File: config.mk
export PLATFORM = sky130hd
export DESIGN_NAME = video_tx_strap_config_select
export DESIGN_NICKNAME = d
export VERILOG_FILES = /design/src/video_tx_cfg_pkg.sv /design/src/video_tx_strap_config_select.sv /design/src/level_sync.sv /design/src/cfg_output_stage.sv
export SDC_FILE = /design/constraint.sdc
export NUM_CORES = 1
export LEC_CHECK = 0
export BUFFER_PORTS_ARGS = -buffer_cell sky130_fd_sc_hd__buf_2
export CAP_MARGIN = 25
export CORE_MARGIN = 1.5
export CORE_UTILIZATION = 45
export CTS_BUF_LIST = sky130_fd_sc_hd__clkbuf_8
export DETAILED_ROUTE_END_ITERATION = 8
export SLEW_MARGIN = 5
export SYNTH_ARGS = -nofsm -noshare
export SYNTH_HDL_FRONTEND = slang
export SYNTH_SLANG_ARGS = --single-unit
File: constraint.sdc
create_clock -name mclk -period 4.8 [get_ports mclk]
set_input_delay 0.72 -clock mclk [delete_from_list [all_inputs] [get_ports mclk]]
set_output_delay 0.72 -clock mclk [all_outputs]
set_load 0.03 [all_outputs]
File: src/video_tx_cfg_pkg.sv
package video_tx_cfg_pkg;

    // serial slave address: upper four bits fixed, lower three from the trim pins
    localparam logic [3:0] I2C_ADDR_HI = 4'h7; // arbitrary value
    localparam logic [7:0] DEVICE_ID_VAL = 8'h5a; // arbitrary value

    // serial register offsets
    localparam logic [7:0] REG_ID = 8'h00;
    localparam logic [7:0] REG_CTL = 8'h08;
    localparam logic [7:0] REG_STATUS = 8'h09;
    localparam logic [7:0] REG_SKEW = 8'h0a;

    // control register fields
    localparam int CTL_POWER_BIT = 0;
    localparam int CTL_EDGE_BIT = 1;
    localparam int CTL_WIDTH_BIT = 2;
    localparam int CTL_DIFF_BIT = 3;
    localparam logic [7:0] CTL_RESET = 8'h00;
    localparam logic [7:0] CTL_WR_MASK = 8'h0f;

    // status register fields
    localparam int STAT_HPD_BIT = 0;
    localparam int STAT_SWING_BIT = 1;

    // skew register fields
    localparam int SKEW_EN_BIT = 0;
    localparam int SKEW_CODE_LSB = 1;
    localparam logic [2:0] SKEW_TRIM_DEFAULT = 3'h4;
    localparam logic [7:0] SKEW_RESET = 8'h08;
    localparam logic [7:0] SKEW_WR_MASK = 8'h0f;

    typedef enum logic [3:0] {
        I2C_IDLE = 4'h0,
        I2C_ADDR = 4'h1,
        I2C_REG = 4'h2,
        I2C_WDATA = 4'h3,
        I2C_ACK = 4'h4,
        I2C_TX = 4'h5,
        I2C_TX_ACK = 4'h6
    } i2c_state_t;

    // strap and multiplexed pins, in the order they are sampled
    typedef struct packed {
        logic serial_if_select;
        logic bus_width_select;
        logic clock_mode_select;
        logic hot_plug_detect_in;
        logic skew_trim_enable;
        logic [2:0] skew_trim_code;
        logic power_down_n;
        logic vref_low_swing;
    } strap_pins_t;

    typedef struct packed {
        logic [7:0] ctl;
        logic [7:0] skew;
    } i2c_cfg_t;

    // effective configuration handed to the datapath
    typedef struct packed {
        logic i2c_active;
        logic bus_24bit;
        logic dual_edge;
        logic clk_differential;
        logic latch_rising;
        logic power_down_n;
        logic skew_en;
        logic [2:0] skew_code;
        logic [2:0] ctl_code;
        logic hot_plug;
    } video_cfg_t;

    localparam video_cfg_t VIDEO_CFG_RESET = '0;

    typedef struct packed {
        strap_pins_t meta;
        strap_pins_t stable;
    } sync_state_t;

    typedef struct packed {
        i2c_state_t state;
        i2c_state_t after_ack;
        logic [2:0] bitcnt;
        logic byte_done;
        logic [7:0] shreg;
        logic [7:0] ptr;
        logic rw;
        logic sda_oe;
        logic sda_level;
        logic scl_q;
        logic sda_q;
        i2c_cfg_t cfg;
    } i2c_slave_t;

    localparam i2c_slave_t I2C_SLAVE_RESET = '{
        state: I2C_IDLE,
        after_ack: I2C_IDLE,
        bitcnt: 3'h0,
        byte_done: 1'b0,
        shreg: 8'h00,
        ptr: 8'h00,
        rw: 1'b0,
        sda_oe: 1'b0,
        sda_level: 1'b0,
        scl_q: 1'b1,
        sda_q: 1'b1,
        cfg: '{ctl: CTL_RESET, skew: SKEW_RESET}
    };

endpackage

File: src/video_tx_strap_config_select.sv
`timescale 1ns/1ns
// Behaviour
// - select high enables serial registers at defaults
// - select low: configuration from strap pins only
// - select low asynchronously resets serial state
// - bus select: high 24-bit, low 12-bit dual
// - serial mode: bus pin clock, clock pin data
// - strap mode: with low swing, clock pin chooses clocking mode
// - edge pin picks rising or falling latch
// - serial mode: edge pin monitors hot plug
// - de-skew shifts capture in fixed trim steps
// - strap de-skew enable uses trim pins
// - serial mode: de-skew from registers, pin tied
// - serial mode: trim pins are address bits
// - strap mode with de-skew: pins are trim
// - power-down register defaults to powered down
module video_tx_strap_config_select
    import video_tx_cfg_pkg::*;
(
    input wire logic mclk,
    input wire logic sys_rst,
    input wire logic serial_if_select,
    input wire logic bus_width_select,
    input wire logic clock_mode_select,
    input wire logic hot_plug_detect_in,
    input wire logic skew_trim_enable,
    input wire logic [2:0] skew_trim_code,
    input wire logic power_down_n,
    input wire logic vref_low_swing,
    output logic i2c_sda_out,
    output logic i2c_sda_oe,
    output video_cfg_t video_cfg
);

    strap_pins_t pins_raw;
    strap_pins_t pins_s;
    i2c_slave_t st_r;
    i2c_slave_t st_nxt;
    logic scl;
    logic sda;
    logic scl_rise;
    logic scl_fall;
    logic start_cond;
    logic stop_cond;
    logic addr_hit;
    logic [7:0] rd_cur;
    logic [7:0] rd_next;
    logic [7:0] ptr_inc;

    // register read decode, shared by the first and the following read bytes
    function automatic logic [7:0] reg_read(input logic [7:0] ptr, input i2c_cfg_t cfg,
                                            input strap_pins_t pins);
        logic [7:0] val;
        val = 8'h00;
        case (ptr)
            REG_ID: val = DEVICE_ID_VAL;
            REG_CTL: val = cfg.ctl;
            REG_SKEW: val = cfg.skew;
            REG_STATUS: begin
                val[STAT_HPD_BIT] = pins.hot_plug_detect_in;
                val[STAT_SWING_BIT] = pins.vref_low_swing;
            end
            default: val = 8'h00;
        endcase
        reg_read = val;
    endfunction

    // gather the pins so that one synchroniser handles them all
    assign pins_raw = {serial_if_select, bus_width_select, clock_mode_select,
                       hot_plug_detect_in, skew_trim_enable, skew_trim_code,
                       power_down_n, vref_low_swing};

    // pins are used only after two flops, except the raw select that asynchronously clears the slave
    level_sync u_sync (
        .mclk(mclk),
        .sys_rst(sys_rst),
        .d(pins_raw),
        .q(pins_s)
    );

    // the bus width and clock mode pins double as serial clock and data
    assign scl = pins_s.bus_width_select;
    assign sda = pins_s.clock_mode_select;

    // bus events from the synchronised levels and their previous copies
    assign scl_rise = scl & ~st_r.scl_q;
    assign scl_fall = ~scl & st_r.scl_q;
    assign start_cond = scl & st_r.scl_q & st_r.sda_q & ~sda;
    assign stop_cond = scl & st_r.scl_q & ~st_r.sda_q & sda;

    // low three address bits come from the multifunction pins
    assign addr_hit = (st_r.shreg[7:1] == {I2C_ADDR_HI, pins_s.skew_trim_code});

    assign ptr_inc = st_r.ptr + 8'h01;
    assign rd_cur = reg_read(st_r.ptr, st_r.cfg, pins_s);
    assign rd_next = reg_read(ptr_inc, st_r.cfg, pins_s);

    // serial slave: address, pointer, then write bytes or read bytes
    always_comb begin
        st_nxt = st_r;
        st_nxt.scl_q = scl;
        st_nxt.sda_q = sda;
        st_nxt.sda_level = 1'b0;
        if (stop_cond) begin
            st_nxt.state = I2C_IDLE;
            st_nxt.sda_oe = 1'b0;
            st_nxt.byte_done = 1'b0;
        end else if (start_cond) begin
            // repeated start is accepted in any state
            st_nxt.state = I2C_ADDR;
            st_nxt.bitcnt = 3'h0;
            st_nxt.byte_done = 1'b0;
            st_nxt.sda_oe = 1'b0;
        end else begin
            case (st_r.state)
                I2C_ADDR, I2C_REG, I2C_WDATA: begin
                    if (scl_rise) begin
                        st_nxt.shreg = {st_r.shreg[6:0], sda};
                        st_nxt.bitcnt = st_r.bitcnt + 3'h1;
                        st_nxt.byte_done = (st_r.bitcnt == 3'h7);
                    end else if (scl_fall && st_r.byte_done) begin
                        st_nxt.byte_done = 1'b0;
                        st_nxt.bitcnt = 3'h0;
                        case (st_r.state)
                            I2C_ADDR: begin
                                if (addr_hit) begin
                                    st_nxt.rw = st_r.shreg[0];
                                    st_nxt.sda_oe = 1'b1;
                                    st_nxt.after_ack = st_r.shreg[0] ? I2C_TX : I2C_REG;
                                    st_nxt.state = I2C_ACK;
                                end else begin
                                    // another slave is addressed; stay off the bus
                                    st_nxt.state = I2C_IDLE;
                                end
                            end
                            I2C_REG: begin
                                st_nxt.ptr = st_r.shreg;
                                st_nxt.sda_oe = 1'b1;
                                st_nxt.after_ack = I2C_WDATA;
                                st_nxt.state = I2C_ACK;
                            end
                            default: begin
                                // writes to read-only or unmapped offsets are acked, dropped
                                if (st_r.ptr == REG_CTL) begin
                                    st_nxt.cfg.ctl = st_r.shreg & CTL_WR_MASK;
                                end
                                if (st_r.ptr == REG_SKEW) begin
                                    st_nxt.cfg.skew = st_r.shreg & SKEW_WR_MASK;
                                end
                                st_nxt.ptr = ptr_inc;
                                st_nxt.sda_oe = 1'b1;
                                st_nxt.after_ack = I2C_WDATA;
                                st_nxt.state = I2C_ACK;
                            end
                        endcase
                    end
                end
                I2C_ACK: begin
                    // acknowledge is held for one full clock low-high-low
                    if (scl_fall) begin
                        st_nxt.state = st_r.after_ack;
                        st_nxt.bitcnt = 3'h0;
                        // only a read address leaves the direction bit set
                        if (st_r.rw) begin
                            st_nxt.shreg = rd_cur;
                            st_nxt.sda_oe = ~rd_cur[7]; // open drain: drive only zeros
                        end else begin
                            st_nxt.sda_oe = 1'b0;
                        end
                    end
                end
                I2C_TX: begin
                    if (scl_fall) begin
                        if (st_r.bitcnt == 3'h7) begin
                            st_nxt.sda_oe = 1'b0;
                            st_nxt.state = I2C_TX_ACK;
                        end else begin
                            st_nxt.shreg = {st_r.shreg[6:0], 1'b0};
                            st_nxt.sda_oe = ~st_r.shreg[6];
                            st_nxt.bitcnt = st_r.bitcnt + 3'h1;
                        end
                    end
                end
                I2C_TX_ACK: begin
                    if (scl_rise && sda) begin
                        // master declined the next byte
                        st_nxt.state = I2C_IDLE;
                    end else if (scl_fall) begin
                        st_nxt.ptr = ptr_inc;
                        st_nxt.shreg = rd_next;
                        st_nxt.sda_oe = ~rd_next[7];
                        st_nxt.bitcnt = 3'h0;
                        st_nxt.state = I2C_TX;
                    end
                end
                default: begin
                    st_nxt.state = I2C_IDLE;
                end
            endcase
        end
    end

    // select low clears the slave without a clock; defaults reload, old contents lost
    always_ff @(posedge mclk or negedge serial_if_select) begin
        if (!serial_if_select) begin
            st_r <= I2C_SLAVE_RESET;
        end else if (sys_rst) begin
            st_r <= I2C_SLAVE_RESET;
        end else begin
            st_r <= st_nxt;
        end
    end

    // the output stage ignores the serial registers while the select is low
    cfg_output_stage u_out (
        .mclk(mclk),
        .sys_rst(sys_rst),
        .pins(pins_s),
        .regs(st_r.cfg),
        .cfg(video_cfg)
    );

    assign i2c_sda_out = st_r.sda_level;
    assign i2c_sda_oe = st_r.sda_oe;

endmodule

File: src/level_sync.sv
`timescale 1ns/1ns
module level_sync
    import video_tx_cfg_pkg::*;
(
    input wire logic mclk,
    input wire logic sys_rst,
    input wire strap_pins_t d,
    output strap_pins_t q
);

    sync_state_t st_r;
    sync_state_t st_nxt;

    // two flops per pin; meta feeds only the stable stage
    always_comb begin
        st_nxt = st_r;
        st_nxt.meta = d;
        st_nxt.stable = st_r.meta;
    end

    always_ff @(posedge mclk) begin
        if (sys_rst) begin
            st_r <= '0;
        end else begin
            st_r <= st_nxt;
        end
    end

    assign q = st_r.stable;

endmodule

File: src/cfg_output_stage.sv
`timescale 1ns/1ns
module cfg_output_stage
    import video_tx_cfg_pkg::*;
(
    input wire logic mclk,
    input wire logic sys_rst,
    input wire strap_pins_t pins,
    input wire i2c_cfg_t regs,
    output video_cfg_t cfg
);

    video_cfg_t cfg_r;
    video_cfg_t cfg_nxt;

    // differential clocking needs low swing; polarity of the select follows bus width
    function automatic logic clk_mode_decode(input logic width_sel, input logic mode_sel,
                                             input logic low_swing);
        clk_mode_decode = low_swing & (width_sel ? mode_sel : ~mode_sel);
    endfunction

    // choose between serial registers and strap pins
    always_comb begin
        cfg_nxt = VIDEO_CFG_RESET;
        cfg_nxt.i2c_active = pins.serial_if_select;
        if (pins.serial_if_select) begin
            cfg_nxt.bus_24bit = regs.ctl[CTL_WIDTH_BIT];
            cfg_nxt.dual_edge = ~regs.ctl[CTL_WIDTH_BIT];
            cfg_nxt.clk_differential = pins.vref_low_swing & regs.ctl[CTL_DIFF_BIT];
            cfg_nxt.latch_rising = regs.ctl[CTL_EDGE_BIT];
            cfg_nxt.power_down_n = regs.ctl[CTL_POWER_BIT];
            cfg_nxt.skew_en = regs.skew[SKEW_EN_BIT];
            cfg_nxt.skew_code = regs.skew[SKEW_EN_BIT] ?
                regs.skew[SKEW_CODE_LSB +: 3] : SKEW_TRIM_DEFAULT;
            cfg_nxt.hot_plug = pins.hot_plug_detect_in;
        end else begin
            cfg_nxt.bus_24bit = pins.bus_width_select;
            cfg_nxt.dual_edge = ~pins.bus_width_select;
            cfg_nxt.clk_differential = clk_mode_decode(pins.bus_width_select,
                pins.clock_mode_select, pins.vref_low_swing);
            cfg_nxt.latch_rising = pins.hot_plug_detect_in;
            cfg_nxt.power_down_n = pins.power_down_n;
            cfg_nxt.skew_en = pins.skew_trim_enable;
            // trim code is the pins when enabled, otherwise the default step count
            cfg_nxt.skew_code = pins.skew_trim_enable ?
                pins.skew_trim_code : SKEW_TRIM_DEFAULT;
            cfg_nxt.ctl_code = pins.skew_trim_enable ? 3'h0 : pins.skew_trim_code;
        end
    end

    always_ff @(posedge mclk) begin
        if (sys_rst) begin
            cfg_r <= VIDEO_CFG_RESET;
        end else begin
            cfg_r <= cfg_nxt;
        end
    end

    assign cfg = cfg_r;

endmodule

==> results.json, run 1 <==
{
  "status": "completed",
  "first_pass_iters": 5,
  "wl_met1_um": 4280,
  "wl_per_cell_um": 17.0,
  "hold_buffers": 0,
  "hold_path.startpoint": "u_sync.st_nxt[6]$_SDFF_PP0_",
  "synth_seq_cells": 72,
  "die_x_um": 95.3,
  "initial_core_util": 0.467,
  "num_rows": 33,
  "wl_met3_um": 510,
  "endpoint_kind": "flop",
  "grtUsageTotal": 0.219,
  "cts_buffer_depth": 2,
  "dp_hpwl_um": 6410,
  "instances_no_fill": 539,
  "p_int_w": 0.000964,
  "netlist_instances": 415,
  "r2r_slack_ns": 2.28,
  "drtIter0Drc": 218,
  "path_max_fanout": 24,
  "max_freq_ghz": 0.397,
  "reg2regPathDepth": 5,
  "irDropWorstVdd_mv": 0.224,
  "crit_required_ns": 5.05,
  "grt_setup_unrepaired": "no",
  "clock_latency_ns": 0.36,
  "setup_viol": 0,
  "clkTransAtPathRegs_ns": 0.08,
  "post_cts_buffers": 0,
  "cap_violations": 0,
  "hold_viol": 0,
  "cts_tree": "yes",
  "startpoint": "st_r[46]$_DFFE_PN0P_",
  "wl_met2_um": 4170,
  "nets": 448,
  "powerDensity_nw_per_um2": 311,
  "cts.sinks": 72,
  "cts-buffers-inserted": 9,
  "grt_max_degree": 57,
  "synth_edf_count": 0,
  "top_signal_layer_used": "met4",
  "arrival_ns": 2.76,
  "r2r_end": "st_r[21]$_DFFE_PN0P_",
  "placed_cells": 523,
  "dpl-instance-area_um2": 4000,
  "max_slew_margin": 0.314,
  "worst_pin_slew_ns": 1.02,
  "place_congestion": 0.911,
  "drive_gt1_frac": 0.159,
  "period_share": 0.524,
  "reg2reg_from": "st_r[46]$_DFFE_PN0P_",
  "root_buffer": "clkbuf_8",
  "final_util": 0.513,
  "fin_area_um2": 4220,
  "swShare": 0.265,
  "num_vias": 3165,
  "die-area_um2": 9080,
  "h-tree-depth": 3,
  "antenna_found_initial": 0,
  "p_seq_frac": 0.490,
  "switchingPower_w": 0.000347,
  "syn_nets": 434,
  "final_cell_mix": "35 x dfrtp_1, 34 x dfxtp_1, 31 x nor2b_1, 27 x nand2_1",
  "synth_area_um2": 3830,
  "comb_power_share": 0.096,
  "synth_ff_type": "dfrtp_1",
  "io_buffers": 26,
  "grt_pass1_wl_um": 15000,
  "wl_um": 9170,
  "syn_area_per_cell_um2": 9.24,
  "finClkSkew_ns": 0.00838,
  "yosys_warnings": 0,
  "min_path_type": "flop to flop",
  "finalCriticalPeriod_ns": 2.52,
  "async_flop_share": 0.528,
  "drc": 0,
  "layout_commonest_cell": "dfrtp_1",
  "ant_nets": 0,
  "core_region_area_um2": 8220,
  "slew_viol_final": 0,
  "min_delay_path_depth": 1,
  "area_growth_pct": 10.0,
  "boundaryPins": 28,
  "clkPwrFrac": 0.413,
  "via_per_inst": 5.87,
  "fin_setup_tns_ns": 0,
  "synth.distinct_cells": 68,
  "die_h_um": 95.3,
  "grt-ovfl-total": 0,
  "hold_end": "u_sync.q[6]$_SDFF_PP0_",
  "cp-start-kind": "flop",
  "grt_pass1_vias": 2919,
  "antenna_cells": 0,
  "ctsResizeCount": 0,
  "yosysSeqAreaShare": 0.426,
  "power_leakage_nw": 1.74,
  "critPathKind": "flop to flop"
}
-- worst max path at each step --
stage,end,slack (ns),cells after the start
final,st_r[21]$_DFFE_PN0P_,2.28,5
after global routing,st_r[25]$_DFFE_PN0P_,2.11,4
after CTS,st_r[21]$_DFFE_PN0P_,2.35,5
after detailed placement,st_r[21]$_DFFE_PN0P_,2.37,5
after global placement,st_r[21]$_DFFE_PN0P_,2.45,5
after floorplan,i2c_sda_oe$_DFFE_PN0P_,2.92,6
-- cell type report --
cell class	count	area [µm²]
fill	742	4000
multi-input combinational	305	2030
sequential	72	1640
timing repair buffer	28	145
tap	105	131
clock buffer	9	124
clock inverter	7	100
inverter	13	48.8
-- cells in the mapped netlist, types with 4 or more instances --
cell,number,area share
nor2b_1,31,0.051
nand2_1,27,0.026
a22o_1,7,0.016
or3_1,5,0.0082
o21a_1,6,0.012
nor2_1,24,0.023
inv_1,13,0.013
mux2_2,7,0.021
buf_2,9,0.012
clkbuf_1,13,0.013
a211oi_1,5,0.0098
mux2i_1,9,0.023
nor3_1,10,0.013
a22oi_1,6,0.012
a21oi_1,25,0.033
nand3_1,12,0.016
dfxtp_1,34,0.18
xor2_1,6,0.014
a32oi_1,5,0.011
ha_1,7,0.023
o31a_1,5,0.011
o21ai_0,26,0.034
and2_1,7,0.011
dfrtp_1,35,0.23
nand2b_1,7,0.011
a31oi_1,4,0.0065
-- per-layer routing --
layer  up-vias  track usage
li1       1544            -
met1      1486        0.297
met2       116        0.335
met3        19       0.0518
met4         0       0.0846
met5         -            0
-- cell families after synthesis --
kind of cell,count (synthesis),share of synthesized area
simple gates,150,0.220
compound gates,125,0.229
flops,72,0.426
buf+inv,38,0.0431
mux,16,0.0440
fa+ha+maj,7,0.0228
xor+xnor,6,0.0137
other cells,1,0.000978
-- flip-flops by register name, indices dropped and copies added, names as in the netlist --
name           cells
i2c_sda_oe         1
st_r              37
u_out.cfg         14
u_sync.q          10
u_sync.st_nxt     10
-- worst max-delay path: stages (launching register included) --
cell	delay [ns]
dfrtp_1	0.83
inv_1	0.22
nor3_2	0.86
mux2i_1	0.27
a21oi_1	0.06
a22o_1	0.18
-- through the flow --
stage	total power (W)	hold slack [ns]	setup slack, ns
3_3_place_gp	0.000780	0.414	2.45
6_report	0.00131	0.438	2.28
2_1_floorplan	0.000739	0.414	2.92
4_1_cts	0.00132	0.439	2.35
3_5_place_dp	0.000781	0.420	2.37
5_1_grt	0.00137	0.467	2.11
-- power groups by stage --
stage | sequential [W] | clock [W] | combinational, W
2_1_floorplan | 0.000654 | 0 | 0.0000851
3_3_place_gp | 0.000656 | 0 | 0.000125
3_5_place_dp | 0.000656 | 0 | 0.000126
4_1_cts | 0.000643 | 0.000555 | 0.000127
5_1_grt | 0.000646 | 0.000585 | 0.000139
6_report | 0.000643 | 0.000542 | 0.000126
Note: power is estimated with default switching activity, not from simulation.
==> inputs of run 2 (changes only) <==
==> constraint.sdc (replaced) <==
create_clock -name mclk -period 2.54 [get_ports mclk]
set_input_delay 0.381 -clock mclk [delete_from_list [all_inputs] [get_ports mclk]]
set_output_delay 0.381 -clock mclk [all_outputs]
set_load 0.03 [all_outputs]
==> results.json, run 2 (synthesized netlist as in run 1, its figures left out) <==
{
  "status": "completed",
  "first_pass_iters": 5,
  "final_cell_mix": "35 x dfrtp_1, 34 x dfxtp_1, 31 x nor2b_1, 27 x nand2_1",
  "worst_pin_slew_ns": 0.571,
  "wl_per_cell_um": 18.4,
  "comb_power_share": 0.101,
  "power_leakage_nw": 1.80,
  "cts_buffer_depth": 2,
  "cap_violations": 0,
  "path_max_fanout": 10,
  "boundaryPins": 28,
  "drive_gt1_frac": 0.182,
  "grt_max_degree": 39,
  "endpoint_kind": "flop",
  "fin_setup_tns_ns": 0,
  "largest_reg_flops": 37,
  "ant_nets": 0,
  "multi_input_area_um2": 2030,
  "critPathKind": "flop to flop",
  "num_vias": 3290,
  "cp-start-kind": "flop",
  "swShare": 0.290,
  "antenna_found_initial": 0,
  "clkTransAtPathRegs_ns": 0.10,
  "fin_area_um2": 4310,
  "drc": 0,
  "finClkSkew_ns": 0.0151,
  "grt_pass1_vias": 3130,
  "switchingPower_w": 0.000708,
  "via_per_inst": 5.97,
  "hold_viol": 0,
  "clock_latency_ns": 0.35,
  "hold_ws_ns": 0.137,
  "layout_commonest_cell": "dfrtp_1",
  "post_cts_buffers": 0,
  "hold_buffers": 0,
  "clkPwrFrac": 0.401,
  "crit_required_ns": 2.79,
  "dp_hpwl_um": 7160,
  "cts.sinks": 72,
  "grt-ovfl-total": 0,
  "die_x_um": 95.3,
  "p_seq_frac": 0.498,
  "max_freq_ghz": 0.447,
  "p_int_w": 0.00174,
  "min_path_type": "input port to asynchronous set/reset pin",
  "num-fill-cells": 787,
  "top_register": "st_r",
  "initial_core_util": 0.467,
  "max_slew_margin": 0.616,
  "core_region_area_um2": 8220,
  "grt_pass1_wl_um": 16400,
  "cts_tree": "yes",
  "area_growth_pct": 12.3,
  "drtIter0Drc": 210,
  "irDropWorstVdd_mv": 0.375,
  "h-tree-depth": 3,
  "io_buffers": 26,
  "grtUsageTotal": 0.239,
  "place_congestion": 0.934,
  "grt_setup_unrepaired": "no",
  "num_rows": 33,
  "die_h_um": 95.3,
  "ctsResizeCount": 0,
  "period_share": 0.881,
  "root_buffer": "clkbuf_8",
  "cts-buffers-inserted": 9,
  "nets": 460,
  "die-area_um2": 9080,
  "setup_viol": 0,
  "powerDensity_nw_per_um2": 568,
  "final_util": 0.524,
  "final-seq-area_um2": 1640,
  "arrival_ns": 2.49,
  "antenna_cells": 0,
  "finalCriticalPeriod_ns": 2.24,
  "p_total_w": 0.00244,
  "wl_um": 10200,
  "slew_viol_final": 0,
  "dpl-instance-area_um2": 4100
}
## run 2: power groups by stage
stage	clock [W]	sequential [W]	combinational, W
floorplan	0	0.00124	0.000161
global route	0.00105	0.00122	0.000273
global placement	0	0.00124	0.000245
detailed placement	0	0.00124	0.000245
CTS	0.00100	0.00122	0.000247
finish	0.000980	0.00122	0.000247
## run 2: final timing paths
check	from	end	slack, ns	cells past startpoint
max reg2reg	st_r[21]$_DFFE_PN0P_	st_r[31]$_DFFE_PN0P_	0.30	6
min	serial_if_select	st_r[40]$_DFFE_PN0P_	0.14	2
max in group asynchronous	serial_if_select	st_r[3]$_DFFE_PN1P_	2.03	2
min in group mclk	skew_trim_code[1]	u_sync.st_nxt[3]$_SDFF_PP0_	0.24	2
min reg2reg	u_sync.st_nxt[1]$_SDFF_PP0_	u_sync.q[1]$_SDFF_PP0_	0.44	1
max	st_r[21]$_DFFE_PN0P_	st_r[31]$_DFFE_PN0P_	0.30	6
## run 2: cell type report
class | instances | area share
clock buffers | 9 | 0.0288
clock inverters | 7 | 0.0195
inverters | 13 | 0.0113
multi-input cells | 305 | 0.473
flip-flops and latches | 72 | 0.380
well taps | 105 | 0.0305
repair buffers | 40 | 0.0575
## run 2: critical path, stage by stage, from the launching register on
cell and delay [ns]:
dfrtp_1 0.56, ha_1 0.37, nand3_1 0.13, xor2_1 0.18, nor4b_2 0.46, a31oi_1 0.16
o31ai_1 0.27
## run 2: metal layers
layer	routed length (µm)	track usage	up-vias
li1	-	-	1572
met1	4730	0.330	1581
met2	4700	0.376	116
met3	521	0.0375	21
met4	201	0.0858	0
met5	0	0	-
## run 2: metrics by stage
step | setup slack [ns] | instances
floorplan | 0.665 | 415
global placement | 0.361 | 535
detailed placement | 0.318 | 535
CTS | 0.281 | 551
global route | 0.125 | 551
finish | 0.303 | 551
